==> config.mk <==
export PLATFORM = sky130hd
export DESIGN_NAME = srpg_top
export DESIGN_NICKNAME = d
export VERILOG_FILES = /design/src/srpg_pkg.sv /design/src/srpg_top.sv
export SDC_FILE = /design/constraint.sdc
export NUM_CORES = 1
export LEC_CHECK = 0
export ABC_AREA = 1
export BUFFER_PORTS_ARGS = -buffer_cell sky130_fd_sc_hd__clkbuf_2
export CORE_ASPECT_RATIO = 0.7
export CORE_MARGIN = 2
export CORE_UTILIZATION = 30
export DETAILED_ROUTE_END_ITERATION = 10
export GPL_TIMING_DRIVEN = 0
export PLACE_DENSITY_LB_ADDON = 0.2
export REMOVE_ABC_BUFFERS = 1
export SLEW_MARGIN = 20
export SYNTH_ARGS = -nofsm -noshare
export SYNTH_HDL_FRONTEND = slang
export SYNTH_SLANG_ARGS = --single-unit
export TNS_END_PERCENT = 10
==> constraint.sdc <==
create_clock -name aclk -period 4.25 [get_ports aclk]
set_clock_uncertainty 0.15 [all_clocks]
set_input_delay 0.2125 -clock aclk [delete_from_list [all_inputs] [get_ports aclk]]
set_output_delay 0.2125 -clock aclk [all_outputs]
set_load 0.005 [all_outputs]
==> src/srpg_pkg.sv <==
// constants, states and state layout for the sysref pulse generator
package srpg_pkg;
   localparam int ADDR_W = 5;
   localparam int CNT_W = 8;
   // register byte addresses
   localparam logic [4:0] ADDR_CTRL = 5'h00;
   localparam logic [4:0] ADDR_PCNT = 5'h04;
   localparam logic [4:0] ADDR_WCNT = 5'h08;
   localparam logic [4:0] ADDR_DIV = 5'h0C;
   localparam logic [4:0] ADDR_STAT = 5'h10;
   // field positions
   localparam int CTRL_MODE_LSB = 0;
   localparam int CTRL_OPT_LSB = 4;
   localparam int CTRL_BIAS_BIT = 8;
   localparam int CTRL_START_BIT = 16;
   localparam int DIV_SUB_LSB = 8;
   localparam int STAT_ST_LSB = 0;
   localparam int STAT_ARMED_BIT = 2;
   localparam int STAT_LEVEL_BIT = 3;
   localparam int STAT_POWER_BIT = 4;
   localparam int STAT_GO_BIT = 5;
   // generation modes and trigger options
   localparam logic [2:0] MODE_BYPASS = 3'h0;
   localparam logic [2:0] MODE_RETIME = 3'h1;
   localparam logic [2:0] MODE_EXT = 3'h2;
   localparam logic [2:0] MODE_INT = 3'h3;
   localparam logic [2:0] MODE_CONT = 3'h4;
   localparam logic [2:0] MODE_STOP = 3'h7;
   localparam logic [1:0] OPT_00 = 2'h0;
   localparam logic [1:0] OPT_01 = 2'h1;
   // reset values and bus response codes
   localparam logic [2:0] RST_MODE = 3'h7;
   localparam logic [7:0] RST_PCNT = 8'h01;
   localparam logic [7:0] RST_WCNT = 8'h01;
   localparam logic [7:0] RST_CDIV = 8'h08;
   localparam logic [7:0] RST_SDIV = 8'h02;
   localparam logic [1:0] RESP_OKAY = 2'h0;
   localparam logic [1:0] RESP_DECERR = 2'h3;
   typedef enum logic [1:0] {ST_IDLE = 2'h0, ST_RUN = 2'h1, ST_WAIT = 2'h3} srpg_state_e;
   typedef struct packed {
      logic [2:0] mode;
      logic [1:0] opt;
      logic bias;
      logic [7:0] pcnt;
      logic [7:0] wcnt;
      logic [7:0] cdiv;
      logic [7:0] sdiv;
      logic [2:0] sync;
      logic lvl;
      logic armed;
      logic go;
      logic stop;
      logic q;
      srpg_state_e st;
      logic [7:0] ccnt;
      logic [7:0] scnt;
      logic [7:0] npulse;
      logic awv;
      logic [4:0] awa;
      logic wv;
      logic [31:0] wd;
      logic [3:0] ws;
      logic bv;
      logic [1:0] br;
      logic rv;
      logic [31:0] rd;
      logic [1:0] rr;
   } srpg_regs_s;
   localparam srpg_regs_s RST_REGS = '{mode: RST_MODE, pcnt: RST_PCNT, wcnt: RST_WCNT,
      cdiv: RST_CDIV, sdiv: RST_SDIV, st: ST_IDLE, default: '0};
endpackage

==> src/srpg_top.sv <==
// sysref pulse generator with axi4-lite register slave
`timescale 1ns/1ns
module srpg_top (
   input wire logic aclk,
   input wire logic aresetn,
   input wire logic [srpg_pkg::ADDR_W-1:0] s_axi_awaddr,
   input wire logic s_axi_awvalid,
   output logic s_axi_awready,
   input wire logic [31:0] s_axi_wdata,
   input wire logic [3:0] s_axi_wstrb,
   input wire logic s_axi_wvalid,
   output logic s_axi_wready,
   output logic [1:0] s_axi_bresp,
   output logic s_axi_bvalid,
   input wire logic s_axi_bready,
   input wire logic [srpg_pkg::ADDR_W-1:0] s_axi_araddr,
   input wire logic s_axi_arvalid,
   output logic s_axi_arready,
   output logic [31:0] s_axi_rdata,
   output logic [1:0] s_axi_rresp,
   output logic s_axi_rvalid,
   input wire logic s_axi_rready,
   input wire logic ext_trigger_input,
   output logic sysref_p,
   output logic sysref_n,
   output logic sysref_power,
   output logic sysref_crosspoint
);
   srpg_pkg::srpg_regs_s r_reg;
   srpg_pkg::srpg_regs_s r_next;
   logic stable;
   logic rise;
   logic fall;
   logic tick;
   logic last;
   logic pdone;
   logic [8:0] half;
   logic [7:0] n1;
   logic burst;
   logic run_ok;
   logic sw_start;
   logic start_ev;
   logic stop_ev;
   logic pwr;

   // bus handshakes straight from state
   assign s_axi_awready = !r_reg.awv && !r_reg.bv;
   assign s_axi_wready = !r_reg.wv && !r_reg.bv;
   assign s_axi_bvalid = r_reg.bv;
   assign s_axi_bresp = r_reg.br;
   assign s_axi_arready = !r_reg.rv;
   assign s_axi_rvalid = r_reg.rv;
   assign s_axi_rdata = r_reg.rd;
   assign s_axi_rresp = r_reg.rr;
   // trigger edges, counted once stages two and three agree
   assign stable = r_reg.sync[1] == r_reg.sync[2];
   assign rise = stable && r_reg.sync[1] && !r_reg.lvl;
   assign fall = stable && !r_reg.sync[1] && r_reg.lvl;

   assign tick = ({1'b0, r_reg.ccnt} + 9'h001) >= {1'b0, r_reg.cdiv};
   assign last = ({1'b0, r_reg.scnt} + 9'h001) >= {1'b0, r_reg.sdiv};
   assign pdone = tick && last && (r_reg.st != srpg_pkg::ST_IDLE);
   assign half = {1'b0, r_reg.sdiv} >> 1; // odd sub-divider skews duty
   assign n1 = r_reg.npulse + 8'h01;
   assign burst = (r_reg.mode == srpg_pkg::MODE_EXT && !r_reg.opt[1]) || r_reg.mode == srpg_pkg::MODE_INT;
   assign run_ok = r_reg.mode == srpg_pkg::MODE_EXT || r_reg.mode == srpg_pkg::MODE_INT ||
      r_reg.mode == srpg_pkg::MODE_CONT;
   // stop edge opposite to start edge
   assign stop_ev = r_reg.mode == srpg_pkg::MODE_EXT && r_reg.opt[1] && (r_reg.opt[0] ? rise : fall);

   // next state: bus slave, synchroniser, pulse engine
   always_comb begin
      r_next = r_reg;
      sw_start = 1'b0;
      r_next.sync = {r_reg.sync[1:0], ext_trigger_input};
      if (stable) begin
         r_next.lvl = r_reg.sync[1];
      end
      r_next.ccnt = tick ? 8'h00 : r_reg.ccnt + 8'h01;
      // write channel, address and data in either order
      if (s_axi_awvalid && s_axi_awready) begin
         r_next.awv = 1'b1;
         r_next.awa = s_axi_awaddr;
      end
      if (s_axi_wvalid && s_axi_wready) begin
         r_next.wv = 1'b1;
         r_next.wd = s_axi_wdata;
         r_next.ws = s_axi_wstrb;
      end
      if (r_reg.bv && s_axi_bready) begin
         r_next.bv = 1'b0;
      end
      if (r_reg.awv && r_reg.wv && !r_reg.bv) begin
         r_next.awv = 1'b0;
         r_next.wv = 1'b0;
         r_next.bv = 1'b1;
         r_next.br = srpg_pkg::RESP_OKAY;
         case (r_reg.awa)
            srpg_pkg::ADDR_CTRL: begin
               if (r_reg.ws[0]) begin
                  r_next.mode = r_reg.wd[srpg_pkg::CTRL_MODE_LSB +: 3];
                  r_next.opt = r_reg.wd[srpg_pkg::CTRL_OPT_LSB +: 2];
                  if (r_next.mode == srpg_pkg::MODE_STOP) begin
                     r_next.armed = 1'b0;
                  end
               end
               if (r_reg.ws[1]) begin
                  r_next.bias = r_reg.wd[srpg_pkg::CTRL_BIAS_BIT];
               end
               if (r_reg.ws[2]) begin
                  sw_start = r_reg.wd[srpg_pkg::CTRL_START_BIT];
               end
            end
            srpg_pkg::ADDR_PCNT: begin
               if (r_reg.ws[0]) begin
                  r_next.pcnt = r_reg.wd[srpg_pkg::CNT_W-1:0];
               end
            end
            srpg_pkg::ADDR_WCNT: begin
               if (r_reg.ws[0]) begin
                  r_next.wcnt = r_reg.wd[srpg_pkg::CNT_W-1:0];
               end
            end
            srpg_pkg::ADDR_DIV: begin
               if (r_reg.ws[0]) begin
                  r_next.cdiv = r_reg.wd[srpg_pkg::CNT_W-1:0];
               end
               if (r_reg.ws[1]) begin
                  r_next.sdiv = r_reg.wd[srpg_pkg::DIV_SUB_LSB +: srpg_pkg::CNT_W];
               end
            end
            srpg_pkg::ADDR_STAT: begin
               r_next.br = srpg_pkg::RESP_OKAY; // read-only, write dropped
            end
            default: begin
               r_next.br = srpg_pkg::RESP_DECERR;
            end
         endcase
      end
      // start bit arms the edge trigger, set beats clear
      if (sw_start) begin
         r_next.armed = 1'b1;
      end
      // start per mode
      // decoded from the mode being written, so a start bit sent with its mode counts
      start_ev = (r_next.mode == srpg_pkg::MODE_EXT && r_reg.armed && (r_next.opt[0] ? fall : rise)) ||
         (r_next.mode == srpg_pkg::MODE_INT && sw_start && !r_next.opt[1]) ||
         (r_next.mode == srpg_pkg::MODE_CONT && (r_next.opt[0] ? (r_next.opt[1] ? fall : rise) : sw_start));
      // read channel
      if (r_reg.rv && s_axi_rready) begin
         r_next.rv = 1'b0;
      end
      if (s_axi_arvalid && s_axi_arready) begin
         r_next.rv = 1'b1;
         r_next.rr = srpg_pkg::RESP_OKAY;
         r_next.rd = '0;
         case (s_axi_araddr)
            srpg_pkg::ADDR_CTRL: begin
               r_next.rd[srpg_pkg::CTRL_MODE_LSB +: 3] = r_reg.mode;
               r_next.rd[srpg_pkg::CTRL_OPT_LSB +: 2] = r_reg.opt;
               r_next.rd[srpg_pkg::CTRL_BIAS_BIT] = r_reg.bias;
            end
            srpg_pkg::ADDR_PCNT: begin
               r_next.rd[srpg_pkg::CNT_W-1:0] = r_reg.pcnt;
            end
            srpg_pkg::ADDR_WCNT: begin
               r_next.rd[srpg_pkg::CNT_W-1:0] = r_reg.wcnt;
            end
            srpg_pkg::ADDR_DIV: begin
               r_next.rd[srpg_pkg::CNT_W-1:0] = r_reg.cdiv;
               r_next.rd[srpg_pkg::DIV_SUB_LSB +: srpg_pkg::CNT_W] = r_reg.sdiv;
            end
            srpg_pkg::ADDR_STAT: begin
               r_next.rd[srpg_pkg::STAT_ST_LSB +: 2] = r_reg.st;
               r_next.rd[srpg_pkg::STAT_ARMED_BIT] = r_reg.armed;
               r_next.rd[srpg_pkg::STAT_LEVEL_BIT] = r_reg.q;
               r_next.rd[srpg_pkg::STAT_POWER_BIT] = pwr;
               r_next.rd[srpg_pkg::STAT_GO_BIT] = r_reg.go;
            end
            default: begin
               r_next.rr = srpg_pkg::RESP_DECERR;
            end
         endcase
      end
      // pulse engine
      case (r_reg.st)
         srpg_pkg::ST_IDLE: begin
            r_next.stop = 1'b0;
            r_next.npulse = 8'h00;
            r_next.scnt = 8'h00;
            // start beats a clear or launch of the same cycle
            if (start_ev) begin
               r_next.go = 1'b1;
            end else if (!run_ok) begin
               r_next.go = 1'b0;
            end else if (r_reg.go && tick) begin
               r_next.go = 1'b0;
               r_next.st = srpg_pkg::ST_RUN;
            end
         end
         srpg_pkg::ST_RUN, srpg_pkg::ST_WAIT: begin
            if (tick) begin
               r_next.scnt = last ? 8'h00 : r_reg.scnt + 8'h01;
            end
            // stop request held until pulse end
            if (!run_ok || stop_ev) begin
               r_next.stop = 1'b1;
            end
            if (pdone) begin
               r_next.npulse = n1;
               if (r_reg.stop) begin
                  r_next.st = srpg_pkg::ST_IDLE;
               end else if (r_reg.st == srpg_pkg::ST_WAIT) begin
                  if (n1 >= r_reg.wcnt) begin
                     r_next.npulse = 8'h00;
                     r_next.st = srpg_pkg::ST_RUN;
                  end
               end else if (burst && n1 >= r_reg.pcnt) begin
                  r_next.npulse = 8'h00;
                  r_next.st = (r_reg.mode == srpg_pkg::MODE_INT && r_reg.opt == srpg_pkg::OPT_01) ?
                     srpg_pkg::ST_WAIT : srpg_pkg::ST_IDLE;
               end
            end
            // no pulse in flight during the gap, so stop at once
            if (r_reg.st == srpg_pkg::ST_WAIT && (!run_ok || stop_ev || r_reg.stop)) begin
               r_next.st = srpg_pkg::ST_IDLE;
            end
         end
         default: begin
            r_next.st = srpg_pkg::ST_IDLE;
         end
      endcase
      // retimed level follows the divider edge
      if (r_reg.mode == srpg_pkg::MODE_RETIME) begin
         if (tick) begin
            r_next.q = r_reg.lvl;
         end
      // high for the first half period
      end else begin
         r_next.q = (r_next.st == srpg_pkg::ST_RUN) && ({1'b0, r_next.scnt} < half);
      end
   end

   // state register
   always_ff @(posedge aclk) begin
      if (!aresetn) begin
         r_reg <= srpg_pkg::RST_REGS;
      end else begin
         r_reg <= r_next;
      end
   end
   assign pwr = r_reg.mode == srpg_pkg::MODE_BYPASS || r_reg.mode == srpg_pkg::MODE_RETIME ||
      r_reg.st != srpg_pkg::ST_IDLE;
   assign sysref_power = pwr;
   // raw pin path, no sampling on purpose
   assign sysref_p = (r_reg.mode == srpg_pkg::MODE_BYPASS) ? ext_trigger_input : (pwr && r_reg.q);
   // idle level set by bias select
   assign sysref_n = (r_reg.mode == srpg_pkg::MODE_BYPASS) ? !ext_trigger_input : (pwr ? !r_reg.q : !r_reg.bias);
   assign sysref_crosspoint = !pwr && r_reg.bias;
endmodule // srpg_top

==> impl_results.md <==
- Worst skew pair latency: 0.42 ns
- Fin nets: 1064
- Remaining DRCs: 0
- RSZ-0062 raised after global routing: no
- Seq/Total Area, Yosys: 0.372
- Final TNS setup: 0 ns
- Layout Area Growth over Synthesis: 20.7%
- Ant. Diodes: 0
- DRT antenna net count: 0
- Buf/Inv on CP: 4
- Critical Path AT: 3.93 ns
- Post-detail-place hpwl: 13.0 mm
- Syn Area/Cell: 7.14 sq um
- # H-tree levels: 4
- Port Buf Inserts: 66
- Post-DR vias/cell: 4.51
- CP most frequent cell: nand2_1
- CTS tree: yes
- Final std cells w/o fill: 1256
- Fmax achieved: 268 MHz
- Hold Path Class: in -> reg
- Final Hold Fails: 0
- Clock slew at reported path FFs: 0.06 ns
- Data required, critical path: 4.45 ns
- Initial core utilization: 0.308
- Clock Path Buffers: 2
- Num rows: 44
- Synth unique cells: 43
- Fillers: 2257
- Initial antenna violation count: 0
- CTS buffer count: 17
- # clock sinks: 119
- Mapped Cells: 897
- Max rail drop VDD: 0.000219 V
- Area of the multi-input gates: 0.00324 sq mm
- Lkg Pwr: 3.56 nW
- Worst R2R Start: r_reg[97]
- Top Ports: 99
- Register Area: 0.00238 sq mm
- Crit-path slowest cell: dfxtp_2
- Max Cap Viol: 0
- Die Ht: 126 um
- Crit path from: r_reg[97]
- Largest net degree at the start of global routing: 84
- Fin crit share: 0.878
- Core Util, Final: 0.371
- Hold Path Origin: s_axi_araddr[3]
- First-pass DRT Iterations: 5
- Post-route total power: 3.00 mW
- Syn. warnings: 0
- Setup violations, final: 0
- Flops & latches, synth: 119
- Core area: 0.0208 sq mm
- Outcome: finished, final reports clean
- Drt initial violations: 339
- Fin. max-slew vios: 0
- Via count: 5663
- Crit path max-delay family: simple AND/OR/NAND/NOR gates
- CP max stage delay: 0.34 ns
- Chip width: 179 um
- Routed wire length: 17.5 mm
- Critical path type: reg -> reg
- Worst Tran Pin Value: 0.925 ns
- Slew margin rel.: 0.382
- Grt total ovfl: 0
- Crit-path max FO: 6
- Synthesized area: 0.00640 sq mm
- First-pass GRT wire length: 28.1 mm
- CP Launch Type: register
- Hold slack: 0.0497 ns
- Vias in the first global route: 5132
- Gr usage total: 0.163
- # placed instances: 1193
- P per Cell Area: 388 mW/mm^2
- Die area: 0.0225 sq mm
- Critical path endpoint category: register
- Layout cells sized above 1: 0.123
- Placer Congestion: 0.825
- Routed len/inst: 13.9 um
- Minimum clock period: 3.73 ns
- Root Driver: clkbuf_16
- Max reg flops: 90
-- cell usage in the layout, fill, tap and decap left out, types with 4 or more instances in the layout --
master         count
buf_4              4
a221oi_1           4
clkbuf_2          65
clkbuf_16         17
o21ai_1            4
inv_1            120
a21oi_1          102
inv_2              4
nor2_1            89
nor3_1            12
clkinv_4           4
nand4_1           10
dfxtp_1          118
xor2_1            14
clkbuf_1           4
o22ai_1            7
nand3_1           23
ha_1              43
o211ai_1           4
dlygate4sd3_1     27
nor2_2             4
conb_1            16
bufinv_16          5
o21ai_0           91
nand2_1          154
-- path summary, 6_finish.rpt --
kind                                        to  slack, ns  cells past startpoint
worst max-delay path                r_reg[107]       0.52                     28
worst min-delay path            s_axi_rdata[4]       0.05                      4
worst max register to register      r_reg[107]       0.52                     28
worst min register to register     r_next[114]       0.29                      2
-- metrics by stage --
| stage | setup slack (ns) | instance area (sq um) |
|---|---|---|
| 3_3_place_gp | 0.188 | 6760 |
| 6_report | 0.518 | 7720 |
| 5_1_grt | 0.0399 | 7720 |
| 3_5_place_dp | 0.151 | 6760 |
| 4_1_cts | 0.0891 | 7680 |
| 2_1_floorplan | 1.02 | 6080 |
-- synthesized netlist by cell type (all sizes together) --
| cell type | count | share of area |
|---|---|---|
| nand2 | 158 | 0.094 |
| inv | 125 | 0.073 |
| dfxtp | 119 | 0.37 |
| a21oi | 102 | 0.080 |
| o21ai | 96 | 0.076 |
| nor2 | 94 | 0.057 |
| ha | 43 | 0.084 |
| buf | 40 | 0.046 |
| nand3 | 24 | 0.020 |
| clkbuf | 21 | 0.012 |
| xor2 | 14 | 0.019 |
| nor3 | 13 | 0.011 |
| nand4 | 10 | 0.0098 |
| o22ai | 7 | 0.0068 |
| a221oi | 4 | 0.0055 |
| o211ai | 4 | 0.0047 |
| o21a | 4 | 0.0059 |
| nand3b | 3 | 0.0035 |
| a21o | 2 | 0.0023 |
| nor4 | 2 | 0.0043 |
| o31ai | 2 | 0.0023 |
| or2 | 2 | 0.0020 |
| a211oi | 1 | 0.0012 |
| a221o | 1 | 0.0016 |
| a31oi | 1 | 0.00098 |
| and2 | 1 | 0.00098 |
| clkinv | 1 | 0.00078 |
| conb | 1 | 0.00059 |
| o2111ai | 1 | 0.0014 |
| o21bai | 1 | 0.0012 |
-- repair_timing --
action / CTS / global route
hold endpoints to repair: 27 / 0
hold buffers: 27 / 0
setup buffers: 0 / 4
endpoints found under the setup margin: 0 / 1
resized for setup: 0 / 6
-- final cells by class --
type / count / area share
repair buffers: 97 / 0.0820
flip-flops and latches: 119 / 0.309
well taps: 276 / 0.0447
clock buffers: 22 / 0.0588
clock inverters: 10 / 0.0251
inverters: 126 / 0.0619
multi-input cells: 606 / 0.419
-- logic make-up after synthesis --
family | after synthesis | synth area share
simple gates | 307 | 0.202
compound gates | 226 | 0.189
buf+inv | 187 | 0.133
flops | 119 | 0.372
fa+ha+maj | 43 | 0.0841
xor+xnor | 14 | 0.0192
other cells | 1 | 0.000586
-- report_power, final --
group	switching (mW)	internal [mW]	total, mW	leakage [nW]
registers	0.0320	1.16	1.19	0.970
logic	0.131	0.0832	0.214	2.28
clock network	0.532	1.06	1.59	0.313
total	0.695	2.30	3.00	3.56
-- metal layers --
layer / part of all wire / track usage / vias to the layer above
met4: 0.0097 / 0.0416 / 0
li1: - / - / 3032
met1: 0.57 / 0.264 / 2502
met2: 0.37 / 0.211 / 118
met3: 0.048 / 0.0323 / 11
met5: 0 / 0 / -
-- tightest hold or removal path, delay by kind of cell --
family / cells / cell delay [ns]
AND/OR/NAND/NOR: 2 / 0.17
buffers and inverters: 1 / 0.11
AO/OA/AOI/OAI: 1 / 0.07
Power figures use the tool's default switching activity.
